===== config.mk =====
export PLATFORM = sky130hd
export DESIGN_NAME = sleep_wakeup_event_logic
export DESIGN_NICKNAME = d
export VERILOG_FILES = /design/src/verilog/wake_pkg.sv /design/src/verilog/edge_detect.sv /design/src/verilog/sleep_wakeup_event_logic.sv
export SDC_FILE = /design/constraint.sdc
export NUM_CORES = 1
export LEC_CHECK = 0
export ABC_AREA = 1
export BUFFER_PORTS_ARGS = -buffer_cell sky130_fd_sc_hd__buf_4
export CAP_MARGIN = 40
export CORE_ASPECT_RATIO = 1.1
export CORE_UTILIZATION = 41
export CTS_BUF_LIST = sky130_fd_sc_hd__clkbuf_8
export CTS_CLUSTER_SIZE = 40
export DETAILED_ROUTE_END_ITERATION = 16
export GPL_TIMING_DRIVEN = 0
export HOLD_SLACK_MARGIN = 0.06
export PLACE_DENSITY = 0.7
export SYNTH_ARGS = -nofsm -noshare
export SYNTH_HDL_FRONTEND = slang
export SYNTH_SLANG_ARGS = --single-unit

===== constraint.sdc =====
create_clock -name clk_i -period 2 [get_ports clk_i]
set_clock_uncertainty 0.2 [all_clocks]
set_input_delay 0.2 -clock clk_i [delete_from_list [all_inputs] [get_ports clk_i]]
set_output_delay 0.2 -clock clk_i [all_outputs]
set_load 0.01 [all_outputs]

===== src/verilog/wake_pkg.sv =====
package wake_pkg;
  localparam int ADDR_W = 8;
  localparam logic [7:0] TEMP_SUPPLY_DELTA_OFS = 8'hF3;
  localparam logic [7:0] POWER_MGMT_IRQ_ENABLE_OFS = 8'hEC;
  localparam logic [7:0] PERIPHERAL_CONFIG_OFS = 8'hF4;
  localparam logic [7:0] TIMER_CONTROL_OFS = 8'h88;
  localparam logic [7:0] CALENDAR_CONFIG_OFS = 8'hA1;
  localparam logic [7:0] POWER_CONTROL_OFS = 8'hC5;
  localparam logic [7:0] PORT0_PULLUP_OFS = 8'hB2;
  localparam logic [7:0] PORT1_PULLUP_OFS = 8'hB3;
  localparam logic [7:0] PORT2_PULLUP_OFS = 8'hB4;
  localparam logic [7:0] SCRATCH1_OFS = 8'hFB;
  localparam logic [7:0] WAKE_CFG_OFS = 8'hC0;
  localparam logic [7:0] WAKE_STATUS_OFS = 8'hC1;
  localparam int PERIPHERAL_CONFIG_REG_RX_FLAG_BIT = 7;
  localparam int PERIPHERAL_CONFIG_REG_SUPPLY_SRC_BIT = 6;
  localparam int PERIPHERAL_CONFIG_REG_RX_CFG_LSB = 0;
  localparam int POWER_CONTROL_REG_SLEEP_BIT = 4;
  localparam int TDELTA_TEMP_EN_BIT = 0;
  localparam int PMIE_EXT_VOLT_EN_BIT = 0;
  localparam int PMIE_EXT_VOLT_FLAG_BIT = 1;
  localparam int PMIE_SUPPLY_RESTORED_BIT = 2;
  localparam int PMIE_TEMP_FLAG_BIT = 3;
  localparam int TIMER_CONTROL_REG_ZERO_EDGE_BIT = 0;
  localparam int TIMER_CONTROL_REG_ZERO_LATCH_BIT = 1;
  localparam int TIMER_CONTROL_REG_ONE_EDGE_BIT = 2;
  localparam int TIMER_CONTROL_REG_ONE_LATCH_BIT = 3;
  localparam int CAL_ALARM_EN_BIT = 1;
  localparam int CAL_MIDNIGHT_FLAG_BIT = 6;
  localparam int CAL_ALARM_FLAG_BIT = 7;
  localparam int WCFG_ZERO_LSB = 0;
  localparam int WCFG_ONE_LSB = 1;
  localparam int WCFG_LCD_EN_BIT = 4;
  localparam logic [1:0] RX_WAKE_ON = 2'h3;
  localparam logic [1:0] ONE_WAKE_ON = 2'h3;
  localparam logic [7:0] PULLUP_RESET = 8'hFF;
  localparam logic [7:0] REG_RESET = 8'h00;
  localparam int SCRATCH_COUNT = 4;
  localparam int PORT_WIDTH = 8;
  localparam int RESTART_NS = 100;
  localparam int CLK_NS = 5;
  localparam int RESTART_CYCLES = (RESTART_NS + CLK_NS - 1) / CLK_NS;
  typedef enum logic [1:0] {ST_RUN, ST_SLEEP, ST_RESTART} power_state_t;
  typedef struct packed {
    logic temp_change;
    logic ext_volt_change;
    logic supply_restored;
    logic midnight;
    logic alarm;
  } analog_events_t;
endpackage

===== src/verilog/edge_detect.sv =====
`timescale 1ns/1ps
`default_nettype none
module edge_detect (
  input wire logic clk_i,
  input wire logic reset_n_i,
  input wire logic ce_i,
  input wire logic level_i,
  input wire logic fall_sel_i,
  input wire logic any_i,
  output logic hit_o
);
  logic prev_reg;

  always_ff @(posedge clk_i or negedge reset_n_i) begin
    if (!reset_n_i) begin
      prev_reg <= 1'b1;
    end else if (ce_i) begin
      prev_reg <= level_i;
    end
  end

  always_comb begin
    if (any_i) begin
      hit_o = prev_reg ^ level_i;
    end else if (fall_sel_i) begin
      hit_o = prev_reg & ~level_i;
    end else begin
      hit_o = ~prev_reg & level_i;
    end
  end
endmodule
`default_nettype wire


===== src/verilog/sleep_wakeup_event_logic.sv =====
`timescale 1ns/1ps
`default_nettype none
module sleep_wakeup_event_logic
  import wake_pkg::*;
#(
  parameter int PINS = PORT_WIDTH
) (
  input wire logic clk_i,
  input wire logic reset_n_i,
  input wire logic ce_i,
  input wire logic [ADDR_W-1:0] avs_address_i,
  input wire logic avs_read_i,
  input wire logic avs_write_i,
  input wire logic [31:0] avs_writedata_i,
  output logic [31:0] avs_readdata_o,
  output logic avs_waitrequest_o,
  input wire analog_events_t events_i,
  input wire logic on_main_supply_i,
  input wire logic ext_irq_zero_pin_i,
  input wire logic ext_irq_one_pin_i,
  input wire logic rx_line_i,
  input wire logic ext_reset_n_i,
  output logic core_power_en_o,
  output logic core_reset_o,
  output logic wake_request_o,
  output logic deep_sleep_state_o,
  output logic lcd_enable_o,
  output logic [3*PINS-1:0] pin_oe_allowed_o,
  output logic [3*PINS-1:0] pullup_en_o
);
  power_state_t state_reg;
  logic [7:0] tdelta_reg, pmie_reg, peripheral_config_reg_reg, timer_control_reg_reg, cal_reg, wcfg_reg;
  logic [7:0] scratch_reg [SCRATCH_COUNT];
  logic [7:0] pullup_reg [3];
  logic [$clog2(RESTART_CYCLES+1)-1:0] restart_cnt_reg;
  logic ack_reg;
  logic [31:0] rdata_reg;
  logic zero_hit, one_hit, rx_hit, wr, rd, sleeping, reset_prev_reg, reset_fall;
  logic [1:0] rx_cfg, one_cfg;
  logic wake;

  // A write lands only at the edge where the master sees waitrequest low.
  assign wr = avs_write_i & ack_reg & ce_i;
  assign rd = avs_read_i & ~ack_reg & ce_i;
  assign avs_waitrequest_o = (avs_read_i | avs_write_i) & ~ack_reg;
  assign avs_readdata_o = rdata_reg;
  assign sleeping = (state_reg == ST_SLEEP);
  assign rx_cfg = peripheral_config_reg_reg[PERIPHERAL_CONFIG_REG_RX_CFG_LSB +: 2];
  assign one_cfg = wcfg_reg[WCFG_ONE_LSB+1 +: 2];
  assign reset_fall = reset_prev_reg & ~ext_reset_n_i;

  edge_detect u_zero (
    .clk_i(clk_i), .reset_n_i(reset_n_i), .ce_i(ce_i), .level_i(ext_irq_zero_pin_i),
    .fall_sel_i(timer_control_reg_reg[TIMER_CONTROL_REG_ZERO_EDGE_BIT]), .any_i(1'b0), .hit_o(zero_hit));
  edge_detect u_one (
    .clk_i(clk_i), .reset_n_i(reset_n_i), .ce_i(ce_i), .level_i(ext_irq_one_pin_i),
    .fall_sel_i(timer_control_reg_reg[TIMER_CONTROL_REG_ONE_EDGE_BIT]), .any_i(1'b0), .hit_o(one_hit));
  edge_detect u_rx (
    .clk_i(clk_i), .reset_n_i(reset_n_i), .ce_i(ce_i), .level_i(rx_line_i),
    .fall_sel_i(1'b0), .any_i(1'b1), .hit_o(rx_hit));

  always_comb begin
    wake = 1'b0;
    if (sleeping) begin
      wake = (events_i.temp_change & tdelta_reg[TDELTA_TEMP_EN_BIT])
        | (events_i.ext_volt_change & pmie_reg[PMIE_EXT_VOLT_EN_BIT])
        | events_i.supply_restored
        | events_i.midnight
        | (events_i.alarm & cal_reg[CAL_ALARM_EN_BIT])
        | (zero_hit & wcfg_reg[WCFG_ZERO_LSB])
        | (one_hit & (one_cfg == ONE_WAKE_ON))
        | (rx_hit & (rx_cfg == RX_WAKE_ON))
        | reset_fall;
    end
  end

  always_ff @(posedge clk_i or negedge reset_n_i) begin
    if (!reset_n_i) begin
      reset_prev_reg <= 1'b1;
    end else if (ce_i) begin
      reset_prev_reg <= ext_reset_n_i;
    end
  end

  // Sleep entry, wake and core restart sequencing.
  always_ff @(posedge clk_i or negedge reset_n_i) begin
    if (!reset_n_i) begin
      state_reg <= ST_RUN;
      restart_cnt_reg <= '0;
      wake_request_o <= 1'b0;
    end else if (ce_i) begin
      case (state_reg)
        ST_RUN: begin
          if (wr && avs_address_i == POWER_CONTROL_OFS
              && avs_writedata_i[POWER_CONTROL_REG_SLEEP_BIT]) begin
            state_reg <= ST_SLEEP;
          end
        end
        ST_SLEEP: begin
          if (wake) begin
            state_reg <= ST_RESTART;
            wake_request_o <= 1'b1;
            restart_cnt_reg <= '0;
          end
        end
        ST_RESTART: begin
          if (restart_cnt_reg == ($bits(restart_cnt_reg))'(RESTART_CYCLES - 1)) begin
            state_reg <= ST_RUN;
            wake_request_o <= 1'b0;
          end else begin
            restart_cnt_reg <= restart_cnt_reg + 1'b1;
          end
        end
        default: begin
          state_reg <= ST_RUN;
        end
      endcase
    end
  end

  assign deep_sleep_state_o = sleeping;
  assign core_power_en_o = (state_reg != ST_SLEEP);
  assign core_reset_o = (state_reg != ST_RUN);
  assign lcd_enable_o = wcfg_reg[WCFG_LCD_EN_BIT];

  // Event flags: hardware set wins over a same-cycle software clear.
  always_ff @(posedge clk_i or negedge reset_n_i) begin
    if (!reset_n_i) begin
      pmie_reg <= REG_RESET;
      peripheral_config_reg_reg <= REG_RESET;
      cal_reg <= REG_RESET;
      timer_control_reg_reg <= REG_RESET;
    end else if (ce_i) begin
      if (wr && avs_address_i == POWER_MGMT_IRQ_ENABLE_OFS) pmie_reg <= avs_writedata_i[7:0];
      if (wr && avs_address_i == PERIPHERAL_CONFIG_OFS) peripheral_config_reg_reg <= avs_writedata_i[7:0];
      if (wr && avs_address_i == CALENDAR_CONFIG_OFS) cal_reg <= avs_writedata_i[7:0];
      if (wr && avs_address_i == TIMER_CONTROL_OFS) timer_control_reg_reg <= avs_writedata_i[7:0];
      if (events_i.ext_volt_change) pmie_reg[PMIE_EXT_VOLT_FLAG_BIT] <= 1'b1;
      if (events_i.temp_change && tdelta_reg[TDELTA_TEMP_EN_BIT]) begin
        pmie_reg[PMIE_TEMP_FLAG_BIT] <= 1'b1;
      end
      if (events_i.supply_restored) pmie_reg[PMIE_SUPPLY_RESTORED_BIT] <= 1'b1;
      peripheral_config_reg_reg[PERIPHERAL_CONFIG_REG_SUPPLY_SRC_BIT] <= on_main_supply_i;
      if (rx_hit && rx_cfg == RX_WAKE_ON) peripheral_config_reg_reg[PERIPHERAL_CONFIG_REG_RX_FLAG_BIT] <= 1'b1;
      if (events_i.midnight) cal_reg[CAL_MIDNIGHT_FLAG_BIT] <= 1'b1;
      if (events_i.alarm && cal_reg[CAL_ALARM_EN_BIT]) begin
        cal_reg[CAL_ALARM_FLAG_BIT] <= 1'b1;
      end
      if (zero_hit && !sleeping) timer_control_reg_reg[TIMER_CONTROL_REG_ZERO_LATCH_BIT] <= 1'b1;
      if (one_hit && !sleeping) timer_control_reg_reg[TIMER_CONTROL_REG_ONE_LATCH_BIT] <= 1'b1;
    end
  end

  // Retained configuration: returned to reset values only by the always-on reset, never by sleep.
  always_ff @(posedge clk_i or negedge reset_n_i) begin
    if (!reset_n_i) begin
      tdelta_reg <= REG_RESET;
      wcfg_reg <= REG_RESET;
      for (int i = 0; i < SCRATCH_COUNT; i++) scratch_reg[i] <= REG_RESET;
      for (int i = 0; i < 3; i++) pullup_reg[i] <= PULLUP_RESET;
    end else if (ce_i && wr) begin
      if (avs_address_i == TEMP_SUPPLY_DELTA_OFS) tdelta_reg <= avs_writedata_i[7:0];
      if (avs_address_i == WAKE_CFG_OFS) wcfg_reg <= avs_writedata_i[7:0];
      for (int i = 0; i < SCRATCH_COUNT; i++) begin
        if (avs_address_i == SCRATCH1_OFS + 8'(i)) begin
          scratch_reg[i] <= avs_writedata_i[7:0];
        end
      end
      for (int i = 0; i < 3; i++) begin
        if (avs_address_i == PORT0_PULLUP_OFS + 8'(i)) begin
          pullup_reg[i] <= avs_writedata_i[7:0];
        end
      end
    end
  end

  genvar p;
  for (p = 0; p < 3; p++) begin : g_port
    assign pullup_en_o[p*PINS +: PINS] = PINS'(pullup_reg[p]);
    assign pin_oe_allowed_o[p*PINS +: PINS] = {PINS{~sleeping}};
  end

  // Bus answer: one wait cycle, then acknowledge.
  always_ff @(posedge clk_i or negedge reset_n_i) begin
    if (!reset_n_i) begin
      ack_reg <= 1'b0;
      rdata_reg <= '0;
    end else if (ce_i) begin
      ack_reg <= (avs_read_i | avs_write_i) & ~ack_reg;
      if (rd) begin
        rdata_reg <= '0;
        case (avs_address_i)
          TEMP_SUPPLY_DELTA_OFS: rdata_reg[7:0] <= tdelta_reg;
          POWER_MGMT_IRQ_ENABLE_OFS: rdata_reg[7:0] <= pmie_reg;
          PERIPHERAL_CONFIG_OFS: rdata_reg[7:0] <= peripheral_config_reg_reg;
          TIMER_CONTROL_OFS: rdata_reg[7:0] <= timer_control_reg_reg;
          CALENDAR_CONFIG_OFS: rdata_reg[7:0] <= cal_reg;
          WAKE_CFG_OFS: rdata_reg[7:0] <= wcfg_reg;
          WAKE_STATUS_OFS: rdata_reg[1:0] <= state_reg;
          PORT0_PULLUP_OFS: rdata_reg[7:0] <= pullup_reg[0];
          PORT1_PULLUP_OFS: rdata_reg[7:0] <= pullup_reg[1];
          PORT2_PULLUP_OFS: rdata_reg[7:0] <= pullup_reg[2];
          SCRATCH1_OFS: rdata_reg[7:0] <= scratch_reg[0];
          SCRATCH1_OFS + 8'h01: rdata_reg[7:0] <= scratch_reg[1];
          SCRATCH1_OFS + 8'h02: rdata_reg[7:0] <= scratch_reg[2];
          SCRATCH1_OFS + 8'h03: rdata_reg[7:0] <= scratch_reg[3];
          default: rdata_reg <= '0;
        endcase
      end
    end
  end
endmodule
`default_nettype wire


==> flow_summary.yaml, run 1 <==
power_and_ir_drop:
  power-per-cell-area_nw_per_um2: 857
  ir_worst_vdd_mv: 0.410
  total_power_uw: 7390
  p_leak_uw: 0.00423
outcome:
  failed_checks: "negative setup slack"
  status: "finished with violations"
sta:
  setup_viol: 32
  rsz0062_at_grt: "true"
  finalCritPeriodShare_pct: 106
  tightest_slew_ns: 0.792
  hold_viol_final: 0
  finalWorstSetupSlack_ns: -0.112
  relSlewSlack_pct: 47.2
  fmax_mhz: 474
  slew_violations: 0
  min_period_ns: 2.11
clock_tree:
  clk_latency_ns: 0.47
  cts_buffer_depth: 2
  cts_sinks: 125
  cts_tree: "done"
  htreeDepth: 4
  clk_pin_slew_ns: 0.08
  cts_root_buf: "clkbuf_8"
  cts_buffers: 17
synth:
  yosys.area.top_type_share_pct: 36.9
  syn-instance-count: 826
  synth_area_leaders: "dfrtp_1, nand2_1, dfstp_2"
  yosysMostFrequentCell: "nand2_1"
  yosys.area.top_type: "dfrtp_1"
  synth_seq_cells: 125
  yosys_warnings: 0
  ys_types: 30
  async_reset_ff_share_pct: 100
  synth_common_cells: "nand2_1, nand3_1, dfrtp_1"
  seq_area_frac_synth_pct: 48.0
  synth_edf_count: 0
  avgSynthCellArea_um2: 7.97
  synth_area_um2: 6580
  synth-main-ff-cell: "dfrtp_1"
worst_setup_path:
  required_ns: 1.60
  cp_slowest_cell: "dfrtp_2"
  endpoint_kind: "output port"
  crit_path_start: "state_reg[1]$_DFFE_PN0P_"
  slowest_delay_ns: 0.42
  startpoint_type: "register"
  cp_data_arrival_time_ns: 1.71
  cp_cell_sequence: "inv_2, ha_4, clkinvlp_4, buf_4, buf_4"
  cp_common_cell: "buf_4"
  r2r_start: "state_reg[1]$_DFFE_PN0P_"
  critPathTopFamily: "buffers and inverters"
  path_buf_inv: 4
  crit_fanout: 7
  crit_type: "reg -> out"
floorplanning:
  die_x_um: 123
  rows: 48
  start_util_pct: 42.0
  dieArea_um2: 16600
  core_um2: 15700
  die_h_um: 135
  ios: 141
finish:
  syn_to_final_growth_pct: 31.0
  finish.utilization_pct: 55.0
  multi_input_area_um2: 2800
  largest_reg_flops: 32
  regArea_um2: 3170
  drive_gt1_share_pct: 27.4
  fill_cells: 1471
  diodes: 0
  fin_nets: 1059
drt:
  drtIter0Drc: 525
  drcViolationCount: 0
  vias: 6279
  vias_per_cell: 5.18
  wire_per_inst_um: 16.6
  wirelength_um: 20100
  firstDrtPassIters: 5
  postRouteAntennaNets: 0
global_routing:
  grt_max_degree: 82
  grt_pass1_vias: 5709
  grt_pass1_wl_um: 31100
  grt_usage_pct: 25.4
  gr-total-overflow: 0
  antenna_found_initial: 0
worst_hold_path:
  hp-class: "in -> reg"
  hp-start: "avs_address_i[3]"
placed_design:
  place.gp.congestion: 0.923
  dp.final_hpwl_um: 14000
  dp_slack_ns: -0.309
  io_buffers: 91
flow_run:
  max_cap_violations: 0
-- layout make-up --
cell class	instances	area share, %
sequential	125	36.7
multi-input combinational	590	32.5
timing repair buffer	131	13.1
buffer	82	6.95
tap	200	2.90
clock buffer	18	2.87
clock inverter	14	2.52
inverter	50	2.22
timing repair inverter	3	0.261
-- logic make-up (layout without fill, tap and decap cells) --
kind of cell    Yosys count  count (layout)  synth area share (%)
compound gates          119             119                  9.24
flops                   125             125                  48.0
fa+ha+maj                 4               4                 0.760
other cells               1              24                0.0570
xor+xnor                  1               1                 0.133
simple gates            442             442                  30.4
buf+inv                 134             298                  11.3
-- placed cells by master, fill, tap and decap left out, types with 2 or more instances in the layout --
cell type and count:
nor2_1 43, nor2_4 5, dfstp_2 28, dfrtp_2 3, buf_4 130, dlygate4sd3_1 27
nand3_2 12, o21ai_1 20, inv_2 3, buf_6 29, buf_2 10, nand2_2 5
nand3b_1 2, clkbuf_1 13, clkinvlp_4 10, inv_1 45, conb_1 24, a22o_1 3
o21ai_0 90, nand3_1 111, nor3_2 2, nand2_1 234, ha_1 3, dfrtp_1 94
clkinv_4 2, nor3_1 2, nand4_1 16, a21oi_1 4, bufinv_16 5, clkbuf_8 18
nor2_2 7
-- through the flow --
step                      setup TNS (ns)  hold WS [ns]  cells  cell area [um2]
after floorplan                  -0.0151        -0.296    849             6700
after global placement             -2.09         0.220   1140             7640
after detailed placement           -2.37       -0.0560   1141             7670
after CTS                          -2.68         0.108   1207             8520
after global routing               -4.39         0.119   1213             8620
final                              -2.12        0.0866   1213             8620
-- routing by layer --
layer	part of all wire [%]	vias up	GRT usage, %
met1	44	2938	35.1
met5	0	-	0
met3	7.1	47	3.67
met4	3.9	0	13.7
met2	45	292	38.4
li1	-	3002	-
-- power by group --
| group | switching (uW) | internal, uW | total [uW] |
|---|---|---|---|
| sequential | 77.6 | 2620 | 2700 |
| clock | 1090 | 1510 | 2600 |
| combinational | 971 | 1110 | 2090 |
| total | 2140 | 5250 | 7390 |
-- worst paths after layout --
kind                                                    end  slack (ns)  cells past startpoint
max in group asynchronous       scratch_reg[11]$_DFFE_PN0P_        0.54                      4
worst min-delay path             pullup_en_o[8]$_DFFE_PN1P_        0.09                      5
worst min register to register   wake_request_o$_DFFE_PN0P_        0.29                      2
min in group asynchronous        pullup_en_o[4]$_DFFE_PN1P_        0.21                      2
worst max register to register     state_reg[0]$_DFFE_PN0P_       -0.06                     11
worst max-delay path                    pin_oe_allowed_o[2]       -0.11                      5
-- worst min-delay path, cell delays in order --
cell,delay [ns]
buf_4,0.11
nor2_1,0.07
nand4_1,0.21
nand2_1,0.07
o21ai_0,0.06
-- timing repair --
action | CTS | global route
hold buffers | 27 | 0
pin swaps | 2 | 5
endpoints found under the hold margin | 164 | 0
cloned | 3 | 1
buffers inserted | 4 | 6
setup endpoints to repair | 33 | 60
gates resized for setup | 21 | 18
No activity file was read; power rests on OpenSTA's default activity.
==> run 2: changes to the inputs <==
CORE_UTILIZATION = 51   (was 41)
PLACE_DENSITY = 0.83   (was 0.7)
==> run 2 against run 1 <==
The flow still finishes with violations (negative setup slack). Hold slack improved by 0.021 ns. Global-route usage increased by 5.5 points. Combinational power increased by 7%. Critical path depth unchanged. Sequential power hardly changed. Worst setup slack lost 0.012 ns. Count of clock-buffer cells in the layout unchanged. First-iteration DRC count is 62% higher. Critical path type unchanged. Critical endpoint is now pin_oe_allowed_o[7]. Highest routed layer unchanged.
==> flow_summary.yaml, run 2 (synthesis results as in run 1) <==
outcome:
  status: "finished with violations"
  failed_checks: "negative setup slack"
global_routing:
  grt_pass1_wl_um: 30500
  antenna_found_initial: 0
  grt_pass1_vias: 5992
  grt_usage_pct: 30.9
  gr-total-overflow: 0
  grt_max_degree: 83
finish:
  diodes: 0
  fill_cells: 990
  syn_to_final_growth_pct: 29.6
  final_common_cell: "nand2_1"
  regArea_um2: 3170
  fin_nets: 1057
  multi_input_area_um2: 2810
  largest_reg_flops: 32
  drive_gt1_share_pct: 27.4
  final_cell_mix: "nand2_1, buf_4, nand3_1"
floorplanning:
  ios: 141
  dieArea_um2: 13400
  rows: 43
  die_x_um: 110
  start_util_pct: 52.3
  die_h_um: 121
  core_um2: 12600
clock_tree:
  cts_sinks: 125
  clk_pin_slew_ns: 0.08
  cts_tree: "done"
  cts_buffer_depth: 2
  cts_buffers: 17
  clk_latency_ns: 0.45
  htreeDepth: 4
  cts_root_buf: "clkbuf_8"
worst_setup_path:
  startpoint_type: "register"
  cp_common_cell: "buf_6"
  crit_path_start: "state_reg[1]$_DFFE_PN0P_"
  cp_cell_sequence: "inv_2, ha_4, clkinvlp_4, buf_6, buf_6"
  slowest_delay_ns: 0.43
  crit_fanout: 7
  endpoint_kind: "output port"
  r2r_start: "state_reg[1]$_DFFE_PN0P_"
  cp_slowest_cell: "dfrtp_2"
  required_ns: 1.60
  cp_data_arrival_time_ns: 1.72
  crit_type: "reg -> out"
sta:
  tightest_slew_ns: 0.789
  min_period_ns: 2.12
  relSlewSlack_pct: 47.4
  slew_violations: 0
  hold_ws_ns: 0.108
  finalWorstSetupSlack_ns: -0.124
  fmax_mhz: 471
  setup_viol: 31
  hold_viol_final: 0
  rsz0062_at_grt: "true"
  finalCritPeriodShare_pct: 106
placed_design:
  dp_slack_ns: -0.342
  place.gp.congestion: 1.01
  dp.final_hpwl_um: 13400
  io_buffers: 91
drt:
  drcViolationCount: 0
  vias: 6466
  wire_per_inst_um: 17.0
  drtIter0Drc: 849
  firstDrtPassIters: 5
  wirelength_um: 19900
  postRouteAntennaNets: 0
  vias_per_cell: 5.54
power_and_ir_drop:
  p_leak_uw: 0.00423
  ir_worst_vdd_mv: 1.06
  power-per-cell-area_nw_per_um2: 845
worst_hold_path:
  hp-start: "avs_write_i"
  hp-class: "in -> reg"
flow_run:
  max_cap_violations: 0
[run 2: final timing paths]
kind	slack (ns)	end	cells past startpoint
worst max-delay path	-0.12	pin_oe_allowed_o[7]	5
worst min-delay path	0.11	pmie_reg[1]$_DFFE_PN0P_	5
worst max register to register	-0.06	state_reg[1]$_DFFE_PN0P_	10
worst min register to register	0.29	timer_control_reg_reg[4]$_DFFE_PN0P_	2
max in group asynchronous	0.24	pullup_en_o[20]$_DFFE_PN1P_	4
min in group asynchronous	0.58	pmie_reg[0]$_DFFE_PN0P_	3
[run 2: what timing repair did]
item	4_1_cts	5_1_grt
gates cloned	4	0
pin swaps	7	4
setup endpoints to repair	33	55
hold buffers	26	0
setup buffers	6	5
gates resized for setup	34	6
hold endpoints to repair	140	0
[run 2: final cells by class]
cell class | count | share of cell area [%]
multi-input combinational | 590 | 32.9
timing repair buffer | 130 | 13.3
inverter | 50 | 2.24
sequential | 125 | 37.1
tap | 157 | 2.30
buffer | 81 | 7.10
clock inverter | 14 | 1.86
timing repair inverter | 3 | 0.264
clock buffer | 18 | 2.90
[run 2: power breakdown]
part,total (uW),switching [uW],internal (uW)
clock network,2270,1100,1160
registers,2700,78.2,2620
logic,2240,1040,1200
[run 2: through the flow]
step / std cells / utilization (%) / total power, uW / cell area, um2 / TNS (ns)
2_1_floorplan: 849 / - / 3710 / 6700 / -0.0151
3_3_place_gp: 1097 / 60.2 / 4380 / 7580 / -1.79
3_5_place_dp: 1098 / 60.5 / 4430 / 7610 / -2.53
4_1_cts: 1166 / 67.4 / 7110 / 8480 / -2.00
5_1_grt: 1168 / 67.8 / 7540 / 8530 / -4.40
6_report: 1168 / 67.8 / 7200 / 8530 / -2.29
[run 2: worst max-delay path: cells and delay by family (launching register included)]
kind | cells | cell delay [ns]
DFF | 1 | 0.43
buffers and inverters | 4 | 0.65
adders and majority gates | 1 | 0.19
[run 2: layer usage]
| layer | global-route usage, % | wire length (um) | vias to the layer above |
|---|---|---|---|
| li1 | - | - | 3000 |
| met1 | 42.0 | 8060 | 3000 |
| met2 | 47.0 | 9050 | 407 |
| met3 | 5.42 | 1920 | 59 |
| met4 | 16.1 | 868 | 0 |
| met5 | 0 | 0 | - |
==> run 3: changes to the inputs <==
CORE_UTILIZATION = 57   (was 51)
PLACE_DENSITY = 0.88   (was 0.83)
clock period = 2.4 ns   (was 2 ns; I/O delays follow)
==> run 3 against run 2 <==
The run now ends clean. Critical path type is now in -> reg. Cell count is 1.5% lower. Register-to-register slack better by 0.19 ns. Hold slack worse by 0.032 ns. First-iteration DRC count is 5.5% lower. Die area is 10% lower. Worst setup slack better by 0.20 ns. Wire length hardly changed. Count of clock-buffer cells in the layout is 1 higher.
==> flow_summary.yaml, run 3 (synthesis results as in run 1) <==
sta:
  finalCritPeriodShare_pct: 96.7
  hold_viol_final: 0
  fmax_mhz: 431
  rsz0062_at_grt: "false"
  setup_viol: 0
  tightest_slew_ns: 0.774
  relSlewSlack_pct: 48.4
  min_period_ns: 2.32
  slew_violations: 0
  finalWorstSetupSlack_ns: 0.0783
  tns_ns: 0
worst_setup_path:
  cp_data_arrival_time_ns: 2.50
  crit_path_start: "ce_i"
  timing.reg2reg.setup_slack_ns: 0.13
  startpoint_type: "primary input"
  required_ns: 2.58
  crit_fanout: 10
  reg2reg_to: "cal_reg[6]$_DFFE_PN0P_"
  endpoint_kind: "register"
  crit_type: "in -> reg"
  r2r_start: "ack_reg$_DFFE_PN0P_"
  r2r_cells: 8
power_and_ir_drop:
  power_frac_seq_pct: 39.6
  switching_share_pct: 29.4
  switching_power_uw: 1670
  clockPowerShare_pct: 33.5
  ir_worst_vdd_mv: 0.509
  p_leak_uw: 0.00413
  p_comb_share_pct: 26.8
  p_int_uw: 4020
  power-per-cell-area_nw_per_um2: 686
global_routing:
  grt_usage_pct: 34.8
  grtUsageMet1_pct: 46.0
  antenna_found_initial: 0
  grt_pass1_vias: 6087
  grt.met2_usage_pct: 55.5
  gr-total-overflow: 0
  grt_pass1_wl_um: 31900
  grt_busiest_layer: "met2"
  gr-usage-met3_pct: 7.57
  grt_max_degree: 84
finish:
  diodes: 0
  final_cell_mix: "nand2_1, buf_4, nand3_1"
  drive_gt1_share_pct: 25.3
  fin_nets: 1049
  fill_cells: 816
  syn_to_final_growth_pct: 25.8
  final_common_cell: "nand2_1"
  largest_reg_flops: 32
  finish.utilization_pct: 74.9
worst_hold_path:
  hp-class: "in -> async"
floorplanning:
  ios: 141
  dieArea_um2: 12000
  die_h_um: 115
  core_um2: 11100
  die_x_um: 104
  rows: 40
  start_util_pct: 59.5
drt:
  vias: 6485
  drcViolationCount: 0
  postRouteAntennaNets: 0
  wirelength_um: 19900
  firstDrtPassIters: 5
  drtIter0Drc: 802
  vias_per_cell: 5.64
  wire_per_inst_um: 17.3
placed_design:
  dp_slack_ns: -0.0703
  place.gp.congestion: 0.990
  dp.final_hpwl_um: 13500
  io_buffers: 91
clock_tree:
  clk_latency_ns: 0.44
  cts_sinks: 125
  cts_buffer_depth: 2
  cts_tree: "done"
  cts_buffers: 17
  clk_pin_slew_ns: 0.07
  htreeDepth: 4
  cts_root_buf: "clkbuf_8"
outcome:
  status: "finished clean"
flow_run:
  max_cap_violations: 0
[run 3: how the worst max path moves through the flow]
stage / endpoint / depth (start not counted) / slack [ns]
2_1_floorplan: state_reg[1]$_DFFE_PN0P_ / 11 / 0.29
3_3_place_gp: state_reg[1]$_DFFE_PN0P_ / 11 / 0.04
3_5_place_dp: state_reg[1]$_DFFE_PN0P_ / 11 / -0.07
4_1_cts: pin_oe_allowed_o[18] / 6 / 0.07
5_1_grt: cal_reg[6]$_DFFE_PN0P_ / 10 / 0.01
6_report: cal_reg[6]$_DFFE_PN0P_ / 10 / 0.08
[run 3: final cells by class]
class,instances,area [um2],area share [%]
tap,147,184,2.22
multi-input combinational,590,2770,33.5
inverter,50,191,2.31
timing repair inverter,2,15.0,0.181
buffer,84,558,6.74
sequential,125,3160,38.2
clock inverter,13,149,1.80
clock buffer,19,262,3.16
timing repair buffer,120,990,11.9
[run 3: metal layers]
layer	routed length (um)	part of all wire, %	vias to the layer above
met4	756	3.8	0
met3	1930	9.7	64
li1	-	-	2976
met1	8020	40	3039
met2	9200	46	406
met5	0	0	-
[run 3: timing repair]
action                                  CTS  global route
resized for setup                         4             1
endpoints found under the setup margin   28            22
endpoints found under the hold margin   139             0
buffers inserted                          2             0
hold buffers                             26             0
gates cloned                              2             0
[run 3: power by group through the flow]
stage	registers, uW	clock network [uW]	logic, uW
after floorplan	2270	0	792
after global placement	2280	0	1340
after detailed placement	2280	0	1380
after CTS	2250	1910	1470
after global routing	2260	2000	1630
final	2250	1910	1530
[run 3: worst max-delay path, cell delays in order]
cell and delay [ns]:
dlygate4sd3_1 0.53, buf_4 0.17, nand3_2 0.16, inv_2 0.16, buf_6 0.20, nand3_2 0.16
nor2_1 0.14, o21ai_0 0.08, dlygate4sd3_1 0.58, nand2_1 0.06
[run 3: stage by stage]
| stage | power (uW) | instance area [um2] | instances | hold WS, ns |
|---|---|---|---|---|
| after global placement | 3620 | 7540 | 1087 | 0.254 |
| after CTS | 5630 | 8280 | 1150 | 0.0742 |
| after floorplan | 3060 | 6670 | 849 | -0.256 |
| final | 5690 | 8290 | 1150 | 0.0754 |
| after global routing | 5890 | 8290 | 1150 | 0.110 |
| after detailed placement | 3670 | 7570 | 1088 | -0.0166 |
